### config.mk
export PLATFORM = sky130hd
export DESIGN_NAME = ifhc_irq_ctrl
export DESIGN_NICKNAME = d
export VERILOG_FILES = /design/src/ifhc_pkg.sv /design/src/ifhc_line_if.sv /design/src/ifhc_line.sv /design/src/ifhc_irq_ctrl.sv
export VERILOG_INCLUDE_DIRS = /design/src
export SDC_FILE = /design/constraint.sdc
export NUM_CORES = 1
export LEC_CHECK = 0
export BUFFER_PORTS_ARGS = -buffer_cell sky130_fd_sc_hd__buf_2
export CORE_ASPECT_RATIO = 0.75
export CORE_MARGIN = 10
export CORE_UTILIZATION = 55
export DETAILED_ROUTE_END_ITERATION = 7
export HOLD_SLACK_MARGIN = 0.1
export PLACE_DENSITY = 0.78
export SYNTH_ARGS = -nofsm -noshare
export SYNTH_HDL_FRONTEND = slang
export SYNTH_HIERARCHICAL = 1
export SYNTH_SLANG_ARGS = --single-unit
### constraint.sdc
create_clock -name clock_in -period 5.8 [get_ports clock_in]
set_input_delay 1.45 -clock clock_in [delete_from_list [all_inputs] [get_ports clock_in]]
set_output_delay 1.45 -clock clock_in [all_outputs]
set_load 0.05 [all_outputs]
### src/ifhc_consts.svh
`ifndef IFHC_CONSTS_SVH
`define IFHC_CONSTS_SVH
// register addresses on the 4-bit register select
`define IFHC_ADDR_PORT_B_OUT 4'h0
`define IFHC_ADDR_PORT_A_OUT 4'h1
`define IFHC_ADDR_T1_LOW 4'h4
`define IFHC_ADDR_T1_HIGH 4'h5
`define IFHC_ADDR_T2_LOW 4'h8
`define IFHC_ADDR_T2_HIGH 4'h9
`define IFHC_ADDR_SHIFTER 4'ha
`define IFHC_ADDR_CONFIG 4'hc
`define IFHC_ADDR_FLAGS 4'hd
`define IFHC_ADDR_ENABLE 4'he
// flag bit positions
`define IFHC_BIT_CA_CTL 0
`define IFHC_BIT_CA_STB 1
`define IFHC_BIT_SHIFT 2
`define IFHC_BIT_CB_CTL 3
`define IFHC_BIT_CB_STB 4
`define IFHC_BIT_T2 5
`define IFHC_BIT_T1 6
`define IFHC_BIT_IRQ 7
// control_line_config fields
`define IFHC_CFG_A_EDGE 0
`define IFHC_CFG_A_MODE_LO 1
`define IFHC_CFG_B_EDGE 4
`define IFHC_CFG_B_MODE_LO 5
// reset values
`define IFHC_RST_FLAGS 7'h00
`define IFHC_RST_ENABLE 7'h00
`define IFHC_RST_CONFIG 8'h00
`endif

### src/ifhc_pkg.sv
package ifhc_pkg;
  // control line mode encodings
  typedef enum logic [2:0] {
    IFHC_IN_NEG = 3'h0,
    IFHC_IN_NEG_IND = 3'h1,
    IFHC_IN_POS = 3'h2,
    IFHC_IN_POS_IND = 3'h3,
    IFHC_OUT_HAND = 3'h4,
    IFHC_OUT_PULSE = 3'h5,
    IFHC_OUT_LOW = 3'h6,
    IFHC_OUT_HIGH = 3'h7
  } ifhc_mode_e;
endpackage : ifhc_pkg

### src/ifhc_line_if.sv
`timescale 1ns/1ps
interface ifhc_line_if;
  logic [2:0] mode;
  logic strobe_edge;
  logic ctl_pin;
  logic strobe_pin;
  logic access;
  logic ctl_event;
  logic strobe_event;
  logic clear_ok;
  logic drive_level;
  logic drive_en;
  modport ctrl (output mode, strobe_edge, ctl_pin, strobe_pin, access,
    input ctl_event, strobe_event, clear_ok, drive_level, drive_en);
  modport line (input mode, strobe_edge, ctl_pin, strobe_pin, access,
    output ctl_event, strobe_event, clear_ok, drive_level, drive_en);
endinterface : ifhc_line_if

### src/ifhc_line.sv
`timescale 1ns/1ps
`include "ifhc_consts.svh"
module ifhc_line (
  input wire logic clock_in,
  input wire logic sys_rst_in,
  ifhc_line_if.line lif
);
  logic strobe_prev_r;
  logic ctl_prev_r;
  logic level_r;
  logic level_nxt;
  logic strobe_hit;
  logic is_output;

  function automatic logic edge_hit(input logic prev, input logic cur,
                                    input logic rising);
    edge_hit = rising ? (!prev && cur) : (prev && !cur);
  endfunction : edge_hit

  assign strobe_hit = edge_hit(strobe_prev_r, lif.strobe_pin,
                               lif.strobe_edge);
  assign is_output = lif.mode[2];
  assign lif.strobe_event = strobe_hit;
  // bit 1 of the mode picks the control-line edge in the input modes
  assign lif.ctl_event = !is_output &&
    edge_hit(ctl_prev_r, lif.ctl_pin, lif.mode[1]);
  assign lif.clear_ok = !lif.mode[0] || is_output;
  // next level goes out so the top's pin flop shows it one edge after access
  assign lif.drive_level = level_nxt;
  assign lif.drive_en = is_output;

  always_ff @(posedge clock_in) begin
    if (sys_rst_in) begin
      strobe_prev_r <= 1'b0;
      ctl_prev_r <= 1'b0;
    end else begin
      strobe_prev_r <= lif.strobe_pin;
      ctl_prev_r <= lif.ctl_pin;
    end
  end

  always_comb begin
    level_nxt = level_r;
    case (ifhc_pkg::ifhc_mode_e'(lif.mode))
      ifhc_pkg::IFHC_OUT_HAND: begin
        if (lif.access) begin
          level_nxt = 1'b0;
        end else if (strobe_hit) begin
          level_nxt = 1'b1;
        end
      end
      ifhc_pkg::IFHC_OUT_PULSE: level_nxt = !lif.access;
      ifhc_pkg::IFHC_OUT_LOW: level_nxt = 1'b0;
      ifhc_pkg::IFHC_OUT_HIGH: level_nxt = 1'b1;
      default: level_nxt = 1'b1;
    endcase
  end

  always_ff @(posedge clock_in) begin
    if (sys_rst_in) begin
      level_r <= 1'b1;
    end else begin
      level_r <= level_nxt;
    end
  end
endmodule : ifhc_line

### src/ifhc_irq_ctrl.sv
`timescale 1ns/1ps
`include "ifhc_consts.svh"
// ==========================================================
// Overview of operation
// flag bit 7 reads OR of each flag ANDed with its enable
// flags 0,1 set by port-A line edges, cleared by port-A output access
// flag 2 set on eight shifts done, cleared by shifter access
// flags 3,4 set by port-B line edges, cleared by port-B output access
// flag 5 set on second timer timeout, cleared by low read/high write
// flag 6 set on first timer timeout, cleared by low read/high write
// bit 7 is no flag; writing one leaves it, drops with enabled flags
// enable write with bit 7 zero clears bits where data is one
// enable write with bit 7 one sets bits where data is one
// enable read returns seven enables, bit 7 zero
// config bit 0 picks port-A strobe edge, 0 falling, 1 rising
// port-A modes 000/010 input, falling/rising, cleared by output access
// port-A independent modes ignore output access; clear by flag write
// port-A mode 100 low on output access, high on strobe edge
// port-A mode 101 low one cycle after output access
// port-A modes 110/111 hold line low/high
// config bit 4 picks port-B strobe edge, cleared by output access
// port-B strobe flag still set when shifter uses that pin
// port-B control modes only apply with serial port disabled
// port-B independent modes: output access does not clear flag
// port-B mode 100 low only on output write, high on strobe edge
// port-B mode 101 pulses low after write; 110/111 hold low/high
// interrupt request pulled low while any enabled flag is set
// flag write clears each flag whose data bit is one
// reset clears flags and enables, releasing interrupt request
module ifhc_irq_ctrl (
  input wire logic clock_in,
  input wire logic sys_rst_in,
  input wire logic reg_sel_in_en,
  input wire logic [3:0] reg_addr_in,
  input wire logic reg_write_in,
  input wire logic [7:0] reg_wdata_in,
  input wire logic shift_done_in,
  input wire logic serial_enabled_in,
  input wire logic first_timer_timeout_in,
  input wire logic second_timer_timeout_in,
  input wire logic port_a_strobe_in,
  input wire logic port_a_control_line_in,
  input wire logic port_b_strobe_line_in,
  input wire logic port_b_control_line_in,
  output logic [7:0] reg_rdata_out,
  output logic irq_n_out,
  output logic irq_oe_out,
  output logic port_a_control_line_out,
  output logic port_a_control_line_oe_out,
  output logic port_b_control_line_out,
  output logic port_b_control_line_oe_out
);
  // ==========================================================
  // registers and decode
  logic [6:0] interrupt_flags_r;
  logic [6:0] interrupt_flags_nxt;
  logic [6:0] interrupt_enable_mask_r;
  logic [6:0] interrupt_enable_mask_nxt;
  logic [7:0] control_line_config_r;
  logic [6:0] set_ev;
  logic [6:0] clr_ev;
  logic irq_any;
  logic acc;
  logic rd;
  logic wr;
  logic acc_a;
  logic acc_b;
  logic wr_b;

  function automatic logic hit(input logic [3:0] addr,
                               input logic [3:0] want);
    hit = (addr == want);
  endfunction : hit

  assign acc = reg_sel_in_en;
  assign rd = acc && !reg_write_in;
  assign wr = acc && reg_write_in;
  assign acc_a = acc && hit(reg_addr_in, `IFHC_ADDR_PORT_A_OUT);
  assign acc_b = acc && hit(reg_addr_in, `IFHC_ADDR_PORT_B_OUT);
  assign wr_b = wr && hit(reg_addr_in, `IFHC_ADDR_PORT_B_OUT);

  // ==========================================================
  // control lines
  ifhc_line_if a_if ();
  ifhc_line_if b_if ();

  assign a_if.mode = control_line_config_r[`IFHC_CFG_A_MODE_LO +: 3];
  assign a_if.strobe_edge = control_line_config_r[`IFHC_CFG_A_EDGE];
  assign a_if.ctl_pin = port_a_control_line_in;
  assign a_if.strobe_pin = port_a_strobe_in;
  assign a_if.access = acc_a;
  // serial port takes the line over while enabled
  assign b_if.mode = serial_enabled_in ? 3'h0 :
    control_line_config_r[`IFHC_CFG_B_MODE_LO +: 3];
  assign b_if.strobe_edge = control_line_config_r[`IFHC_CFG_B_EDGE];
  // edge history keeps tracking the pin, so no false edge when serial ends
  assign b_if.ctl_pin = port_b_control_line_in;
  assign b_if.strobe_pin = port_b_strobe_line_in;
  assign b_if.access = wr_b;

  ifhc_line u_line_a (
    .clock_in(clock_in),
    .sys_rst_in(sys_rst_in),
    .lif(a_if.line)
  );

  ifhc_line u_line_b (
    .clock_in(clock_in),
    .sys_rst_in(sys_rst_in),
    .lif(b_if.line)
  );

  // ==========================================================
  // flag set and clear events
  always_comb begin
    set_ev = 7'h00;
    set_ev[`IFHC_BIT_CA_CTL] = a_if.ctl_event;
    set_ev[`IFHC_BIT_CA_STB] = a_if.strobe_event;
    set_ev[`IFHC_BIT_SHIFT] = shift_done_in;
    set_ev[`IFHC_BIT_CB_CTL] = b_if.ctl_event && !serial_enabled_in;
    set_ev[`IFHC_BIT_CB_STB] = b_if.strobe_event;
    set_ev[`IFHC_BIT_T2] = second_timer_timeout_in;
    set_ev[`IFHC_BIT_T1] = first_timer_timeout_in;
  end

  always_comb begin
    clr_ev = 7'h00;
    if (wr && hit(reg_addr_in, `IFHC_ADDR_FLAGS)) begin
      clr_ev = reg_wdata_in[6:0];
    end
    clr_ev[`IFHC_BIT_CA_CTL] = clr_ev[`IFHC_BIT_CA_CTL] ||
      (acc_a && a_if.clear_ok);
    clr_ev[`IFHC_BIT_CA_STB] = clr_ev[`IFHC_BIT_CA_STB] || acc_a;
    clr_ev[`IFHC_BIT_SHIFT] = clr_ev[`IFHC_BIT_SHIFT] ||
      (acc && hit(reg_addr_in, `IFHC_ADDR_SHIFTER));
    clr_ev[`IFHC_BIT_CB_CTL] = clr_ev[`IFHC_BIT_CB_CTL] ||
      (acc_b && b_if.clear_ok);
    clr_ev[`IFHC_BIT_CB_STB] = clr_ev[`IFHC_BIT_CB_STB] || acc_b;
    clr_ev[`IFHC_BIT_T2] = clr_ev[`IFHC_BIT_T2] ||
      (rd && hit(reg_addr_in, `IFHC_ADDR_T2_LOW)) ||
      (wr && hit(reg_addr_in, `IFHC_ADDR_T2_HIGH));
    clr_ev[`IFHC_BIT_T1] = clr_ev[`IFHC_BIT_T1] ||
      (rd && hit(reg_addr_in, `IFHC_ADDR_T1_LOW)) ||
      (wr && hit(reg_addr_in, `IFHC_ADDR_T1_HIGH));
  end

  // set wins over a clear in the same cycle
  assign interrupt_flags_nxt = (interrupt_flags_r & ~clr_ev) | set_ev;

  always_ff @(posedge clock_in) begin
    if (sys_rst_in) begin
      interrupt_flags_r <= `IFHC_RST_FLAGS;
    end else begin
      interrupt_flags_r <= interrupt_flags_nxt;
    end
  end

  // ==========================================================
  // enable mask and config
  always_comb begin
    interrupt_enable_mask_nxt = interrupt_enable_mask_r;
    if (wr && hit(reg_addr_in, `IFHC_ADDR_ENABLE)) begin
      if (reg_wdata_in[7]) begin
        interrupt_enable_mask_nxt = interrupt_enable_mask_r |
          reg_wdata_in[6:0];
      end else begin
        interrupt_enable_mask_nxt = interrupt_enable_mask_r &
          ~reg_wdata_in[6:0];
      end
    end
  end

  always_ff @(posedge clock_in) begin
    if (sys_rst_in) begin
      interrupt_enable_mask_r <= `IFHC_RST_ENABLE;
    end else begin
      interrupt_enable_mask_r <= interrupt_enable_mask_nxt;
    end
  end

  always_ff @(posedge clock_in) begin
    if (sys_rst_in) begin
      control_line_config_r <= `IFHC_RST_CONFIG;
    end else if (wr && hit(reg_addr_in, `IFHC_ADDR_CONFIG)) begin
      control_line_config_r <= reg_wdata_in;
    end
  end

  // ==========================================================
  // interrupt request and read data
  // next flags and next enables, so the pin agrees with bit 7 once updated
  assign irq_any = |(interrupt_flags_nxt & interrupt_enable_mask_nxt);

  always_ff @(posedge clock_in) begin
    if (sys_rst_in) begin
      irq_n_out <= 1'b0;
      irq_oe_out <= 1'b0;
    end else begin
      irq_n_out <= 1'b0;
      irq_oe_out <= irq_any;
    end
  end

  always_ff @(posedge clock_in) begin
    if (sys_rst_in) begin
      reg_rdata_out <= 8'h00;
    end else if (rd) begin
      case (reg_addr_in)
        `IFHC_ADDR_FLAGS: reg_rdata_out <=
          {|(interrupt_flags_r & interrupt_enable_mask_r),
           interrupt_flags_r};
        `IFHC_ADDR_ENABLE: reg_rdata_out <=
          {1'b0, interrupt_enable_mask_r};
        `IFHC_ADDR_CONFIG: reg_rdata_out <= control_line_config_r;
        default: reg_rdata_out <= 8'h00;
      endcase
    end
  end

  // ==========================================================
  // pin drivers
  always_ff @(posedge clock_in) begin
    if (sys_rst_in) begin
      port_a_control_line_out <= 1'b1;
      port_a_control_line_oe_out <= 1'b0;
      port_b_control_line_out <= 1'b1;
      port_b_control_line_oe_out <= 1'b0;
    end else begin
      port_a_control_line_out <= a_if.drive_level;
      port_a_control_line_oe_out <= a_if.drive_en;
      port_b_control_line_out <= b_if.drive_level;
      port_b_control_line_oe_out <= b_if.drive_en && !serial_enabled_in;
    end
  end
endmodule : ifhc_irq_ctrl

## Yosys cells after proc, flatten, opt, wreduce, memory -nomap -nowiden

Index checks and enable logic that the tools add are counted.

| storage, ports and cells | value |
|---|---|
| memory bits (read-only) | 0 |
| bits in writable memories | 0 |
| bits in latches | 0 |
| word-level logic and storage cells | 110 |
| bits of input ports | 24 |
| register bits after elaboration | 39 |
| memories kept | 0 |

| cells by class | value |
|---|---|
| $add $sub $neg | 0 |
| shift operators | 0 |
| bitwise gates (word level) | 8 |
| mux-type cells | 15 |
| reduce and logical (&&, ||, !) cells | 57 |
| eq/ne operators | 17 |
| div/mod/pow operators | 0 |
| $lt $le $gt $ge | 0 |
| multiply operators | 0 |

Operators with widths:

| operator | number |
|---|---|
| $and A7 B7 Y7 | 4 |
| $logic_and A1 B1 Y1 | 27 |
| $eq A4 B4 Y1 const B | 6 |
| $pmux W8 S3 | 1 |
| $mux W7 | 3 |
| $eq A3 B3 Y1 const B | 6 |
| $logic_not A1 Y1 | 16 |
| $not A7 Y7 | 2 |
| $or A7 B7 Y7 | 2 |
| $reduce_or A7 Y1 | 2 |
| $logic_or A1 B1 Y1 | 11 |
| $eq A4 B3 Y1 const B | 2 |
| $mux W1 | 8 |
| $pmux W1 S3 | 2 |
| $eq A4 B1 Y1 const B | 1 |
| $logic_not A4 Y1 | 1 |
| $mux W3 | 1 |
| $ne A3 B2 Y1 const B | 1 |
| $ne A3 B3 Y1 const B | 1 |

## Longest topological paths before layout

| logic depth | value |
|---|---|
| depth in word-level cells | 10 |
| gate-level depth with buffers | 7 |
| mapped depth without buffers | 7 |

## Modules after synthesis

The synthesis kept the hierarchy.

By module, submodules not included:

| module | instances | cells each | seq. area each (um2) | area an instance (um2) |
|---|---|---|---|---|
| ifhc_irq_ctrl | 1 | 186 | 700.7 | 1614.0 |
| ifhc_line | 2 | 22 | 60.1 | 186.4 |

## Least setup slack after synthesis

No wires, ideal clock.

| path | value |
|---|---|
| path kind | in2reg |
| from | input port reg_addr_in[2] |
| to | register irq_oe_out |
| arrival | 2828 ps |
| required time | 5666 ps |
| stages | 5 |
| setup time | 134 ps |
| slack | 2838 ps |
| buffers on the path | 0 |
| path through | or3b_4 > or4b_1 > a32oi_1 > o22a_1 > a41oi_1 |

| between the ends | value |
|---|---|
| cells in the longest elaborated chain, start to end | 10 |

RTL lines:

| item | RTL line | text |
|---|---|---|
| from (decl) | ifhc_irq_ctrl.sv:34 | `input wire logic [3:0] reg_addr_in,` |
| $eq A4 B4 Y1 | ifhc_irq_ctrl.sv:72 | `hit = (addr == want);` |
| $logic_and A1 B1 Y1 | ifhc_irq_ctrl.sv:128 | `` if (wr && hit(reg_addr_in, `IFHC_ADDR_FLAGS)) begin `` |
| $mux W7 | ifhc_irq_ctrl.sv:128 |  |
| $logic_or A1 B1 Y1, on equally long branches (2 in a row) | ifhc_irq_ctrl.sv:139, ifhc_irq_ctrl.sv:142 |  |
| $not A7 Y7 | ifhc_irq_ctrl.sv:148 | `assign interrupt_flags_nxt = (interrupt_flags_r & ~clr_ev) \| set_ev;` |
| $and A7 B7 Y7 | ifhc_irq_ctrl.sv:148 |  |
| $or A7 B7 Y7 | ifhc_irq_ctrl.sv:148 |  |
| $and A7 B7 Y7 (*) | ifhc_irq_ctrl.sv:192 | `assign irq_any = \|(interrupt_flags_nxt & interrupt_enable_mask_nxt);` |
| $reduce_or A7 Y1 (*) | ifhc_irq_ctrl.sv:192 |  |
| to (signal assigned) | ifhc_irq_ctrl.sv:200 | `irq_oe_out <= irq_any;` |
| to (decl) | ifhc_irq_ctrl.sv:47 | `output logic irq_oe_out,` |

Mark *: on every way between the ends. The rest lies on a longest branch, timed or not.
A chain may end at the register's enable or synchronous reset.

## Worst setup path after layout

| path | value |
|---|---|
| from | input port reg_addr_in[0] |
| to | register irq_oe_out |

Same word-level chain as after synthesis.

==> metrics list <==
- Clock tree synthesis inserted a total of 5 buffers.
- Number of setup violations in the final report: 0
* Antenna violations before repair: 0
- Setup slack on the worst reg-to-reg path comes out at 3670 ps.
- Path type of the worst setup path: input pin to register
* Syn. warnings: 6
* Highest-count cells in the layout ignoring fill and taps: sky130_fd_sc_hd__dfxtp_1, sky130_fd_sc_hd__nor2_1, sky130_fd_sc_hd__buf_2, sky130_fd_sc_hd__mux2i_1, sky130_fd_sc_hd__nand2_1
- After clock tree synthesis, the clock-pin slew on the worst setup and hold paths is 80 ps.
- The worst hold path passes through 2 cells.
* Number of setup buffers added after CTS: 0
- H-tree Lvls: 2
- Mean number of vias per cell: 5.963
- In this design, the largest share of critical-path delay is due to simple AND/OR/NAND/NOR gates.
* Worst hold-check path type: register to register
* Total die area: 6441 sq um
* Buffers and inverters on the worst path: 1
* Number of distinct library cell variants in the gate-level netlist after synthesis: 43
- The cell sitting at the root of the clock tree is a sky130_fd_sc_hd__clkbuf_8.
- DP HPWL: 3.701 mm
- The first global-routing pass estimated 8.424 mm of wire.
- The filler cells instantiated in the layout total 298.
* Routed Wire Length: 5.025 mm
- Final Skew: 5.871 ps
* Crit end category: register
- Required time of the critical path: 5940 ps
- Global routing consumed, over all layers together, 16.37% of the routing resources.
- Initial core utilization: 58.81%
* Number of cells produced by synthesis: 230
* Fin cells: 300
- In this run the vertical extent of the chip is 72.05 um.
- The clock reaches the later pin of the worst-skew pair after 290 ps.
* Relative area change from synthesis to final layout: 14.17%
- The worst register-to-register path ends at irq_oe_out.
- The routed layout has 1789 vias.
- Remaining number of nets flagged by the antenna check after routing: 0
- The floorplan step defined a core boundary enclosing 3378 sq um.
- Once the clock tree was built, the resizer swapped 0 gates to a different size.
* Leading cell type in the layout, fill and taps excluded: sky130_fd_sc_hd__dfxtp_1
* Max Slew Vio Count: 0
- Hold bufs inserted after CTS: 0
- At the worst endpoint, the arrival time is 3360 ps.
- For this run, the detailed router's first-pass iteration total came to 4.
* Slew at the pin closest to its max-slew limit: 940.8 ps
- In this run the tightest slew margin relative to its limit is 37.15%.
- After synthesis the netlist holds a flip-flop and latch count of 41.
- Number of placed I/O pins: 38
* Critical path fanouts, max: 18
- In this run the horizontal extent of the chip is 89.40 um.
- Number of clock sinks seen by CTS: 41
- Number of DRC markers after the initial detailed-route iteration: 165
- The startpoint identified for the worst hold timing path is reg_rdata_out[7].
- Largest net degree at the start of global routing: 44
* Largest buffer count on any clock path: 2
- Fin crit share: 55.40%
- In the final timing run, aggregate negative setup slack is 0 ps.
* Vias in the first global route: 1743
- Fraction of layout cells with a size suffix above 1: 19.62%
- Unrepaired setup endpoints after global routing: no
- Sequential element share of the synthesized area: 41.31%
- Post-detailed-route DRC marker count: 0
* Launch point of the worst reg-to-reg path: control_line_config_r[7]
- Number of standard-cell rows in the floorplan: 18
- Endpoint, Worst Hold: reg_rdata_out[7]
- Global routing finished with a remaining overflow of 0.
* Area taken by flip-flops and latches: 820.8 sq um
- Buffers added on ports: 36
- TritonCTS clock tree: built
- For this run, the slowest stage of the critical path takes 800 ps.
- Walking the worst path, the cells encountered are buf_2 > nor2b_1 > nand3_1 > a31oi_1 > o22a_1 > a41oi_1.
- The run finished with clean final reports.
- STA classifies the critical path startpoint as an input pin.
- The largest individual stage delay along the critical path comes from the cell sky130_fd_sc_hd__nor2b_1.
* Area occupied by multi-input gates: 1067 sq um
- Routability congestion estimate: 0.8883
- The analysis attributes to cell leakage a power of 0.9259 nW.
* Mapped Nets: 254
- Final Hold Violating Endpoints: 0
* F_max: 311.2 MHz
* Number of nets in the layout: 283
- The synthesized netlist occupies a cell area of 1987 sq um.
* Cells after DPL: 292
* Count of maximum capacitance violations: 0
- Antenna Diode Count: 0
- Time the final worst path needs with I/O delays and setup: 3213 ps
- Max VDD drop: 158.0 uV
* Ratio of total power to cell area: 255.0 nW/um^2
- After detailed routing, the average wire length per cell comes to 16.75 um.
- For the worst flop-to-flop path, the logic depth is 6.
* Per-instance average area after synthesis: 8.639 sq um
[tightest hold or removal path: cells and delay by family (launching register included)]
family	cells	cell delay (ps)
DFF	1	310
AOI/OAI and AO/OA	1	60
and+or+nand+nor	1	50
[Yosys cell counts]
| cell | count | area [sq um] |
|---|---|---|
| sky130_fd_sc_hd__a41oi_1 | 1 | 8.760 |
| sky130_fd_sc_hd__a21oi_1 | 4 | 20.02 |
| sky130_fd_sc_hd__buf_1 | 1 | 3.750 |
| sky130_fd_sc_hd__nor3_1 | 1 | 5.000 |
| sky130_fd_sc_hd__and4_1 | 1 | 8.760 |
| sky130_fd_sc_hd__nand2_1 | 13 | 48.80 |
| sky130_fd_sc_hd__and3b_1 | 2 | 17.52 |
| sky130_fd_sc_hd__or3b_4 | 1 | 11.26 |
| sky130_fd_sc_hd__or4b_1 | 1 | 10.01 |
| sky130_fd_sc_hd__nor3b_1 | 3 | 22.52 |
| sky130_fd_sc_hd__nand4_1 | 2 | 12.51 |
| sky130_fd_sc_hd__nand4b_1 | 3 | 26.28 |
| sky130_fd_sc_hd__a222oi_1 | 1 | 10.01 |
| sky130_fd_sc_hd__dfxtp_1 | 41 | 820.8 |
| sky130_fd_sc_hd__and3_1 | 2 | 12.51 |
| sky130_fd_sc_hd__buf_4 | 3 | 22.52 |
| sky130_fd_sc_hd__mux2i_1 | 24 | 240.2 |
| sky130_fd_sc_hd__o21ai_1 | 8 | 40.04 |
| sky130_fd_sc_hd__a22oi_1 | 9 | 67.56 |
| sky130_fd_sc_hd__nand3b_1 | 2 | 15.01 |
| sky130_fd_sc_hd__nor2b_1 | 11 | 68.82 |
| sky130_fd_sc_hd__a22oi_2 | 2 | 25.02 |
| sky130_fd_sc_hd__clkinv_1 | 1 | 3.750 |
| sky130_fd_sc_hd__conb_1 | 1 | 3.750 |
| sky130_fd_sc_hd__or2_2 | 2 | 12.51 |
| sky130_fd_sc_hd__buf_2 | 1 | 5.000 |
| sky130_fd_sc_hd__a32oi_1 | 3 | 26.28 |
| sky130_fd_sc_hd__o22a_1 | 3 | 26.28 |
| sky130_fd_sc_hd__o21bai_1 | 1 | 7.510 |
| sky130_fd_sc_hd__clkbuf_1 | 9 | 33.78 |
| sky130_fd_sc_hd__xnor2_1 | 1 | 8.760 |
| sky130_fd_sc_hd__nor2_2 | 1 | 6.260 |
| sky130_fd_sc_hd__nor4b_1 | 2 | 17.52 |
| sky130_fd_sc_hd__a21oi_2 | 2 | 17.52 |
| sky130_fd_sc_hd__o31a_1 | 1 | 8.760 |
| sky130_fd_sc_hd__a31oi_1 | 5 | 31.28 |
| sky130_fd_sc_hd__a211oi_1 | 1 | 7.510 |
| sky130_fd_sc_hd__nor2_1 | 36 | 135.1 |
| sky130_fd_sc_hd__nand2b_1 | 3 | 18.77 |
| sky130_fd_sc_hd__nand3_1 | 11 | 55.05 |
| sky130_fd_sc_hd__o211ai_1 | 1 | 7.510 |
| sky130_fd_sc_hd__or3_1 | 1 | 6.260 |
| sky130_fd_sc_hd__inv_1 | 8 | 30.03 |
[flip-flops by register name, indices dropped and copies added, names as in the netlist, 7 cells and up]
name and cells:
interrupt_enable_mask_r 7, reg_rdata_out 8, control_line_config_r 8, interrupt_flags_r 7
[how the worst max path moves through the flow]
stage                     depth (start not counted)  slack (ps)    endpoint           start
final                                             6        2590  irq_oe_out  reg_addr_in[0]
after global routing                              6        2470  irq_oe_out  reg_addr_in[0]
after CTS                                         6        2650  irq_oe_out  reg_addr_in[0]
after detailed placement                          6        2410  irq_oe_out  reg_addr_in[0]
after global placement                            6        2430  irq_oe_out  reg_addr_in[0]
after floorplan                                   5        2840  irq_oe_out  reg_addr_in[2]
[cell families after synthesis]
kind of cell	count (synthesis)	share of synthesized area [%]
flip-flops	41	41.31
buffers and inverters	23	4.974
other	1	0.1887
AND/OR/NAND/NOR	98	25.69
multiplexers	24	12.09
XOR/XNOR	1	0.4409
AO/OA/AOI/OAI	42	15.30
[through the flow]
step | cell area (sq um) | worst slack [ps] | total power [mW] | hold WS [ps] | utilization (%)
after floorplan | 1987 | 2838 | 0.3272 | 474.3 | -
after detailed placement | 2152 | 2413 | 0.3459 | 467.2 | 63.70
final | 2268 | 2587 | 0.5785 | 465.9 | 67.15
after global routing | 2268 | 2466 | 0.5987 | 519.8 | 67.15
after CTS | 2268 | 2648 | 0.5784 | 477.5 | 67.15
after global placement | 2152 | 2434 | 0.3451 | 442.4 | 63.70
[area by class of cell]
type | instances | share of cell area [%]
Timing Repair Buffer | 36 | 7.943
Tap cell | 40 | 2.206
Sequential cell | 41 | 36.18
Clock inverter | 1 | 1.324
Inverter | 9 | 1.489
Clock buffer | 7 | 3.806
Multi-Input combinational cell | 166 | 47.05
[metal layers]
metal | vias up | global-route usage (%) | routed length [um]
met4 | 0 | 5.810 | 63
met5 | - | 0 | 0
met3 | 9 | 5.246 | 453
met1 | 845 | 22.91 | 2351
li1 | 868 | - | -
met2 | 67 | 22.77 | 2156
[power by group]
| part | internal [mW] | switching, mW |
|---|---|---|
| logic | 0.0170 | 0.0330 |
| clock network | 0.140 | 0.0976 |
| registers | 0.287 | 0.00408 |
(Power assumes the default switching activity.)
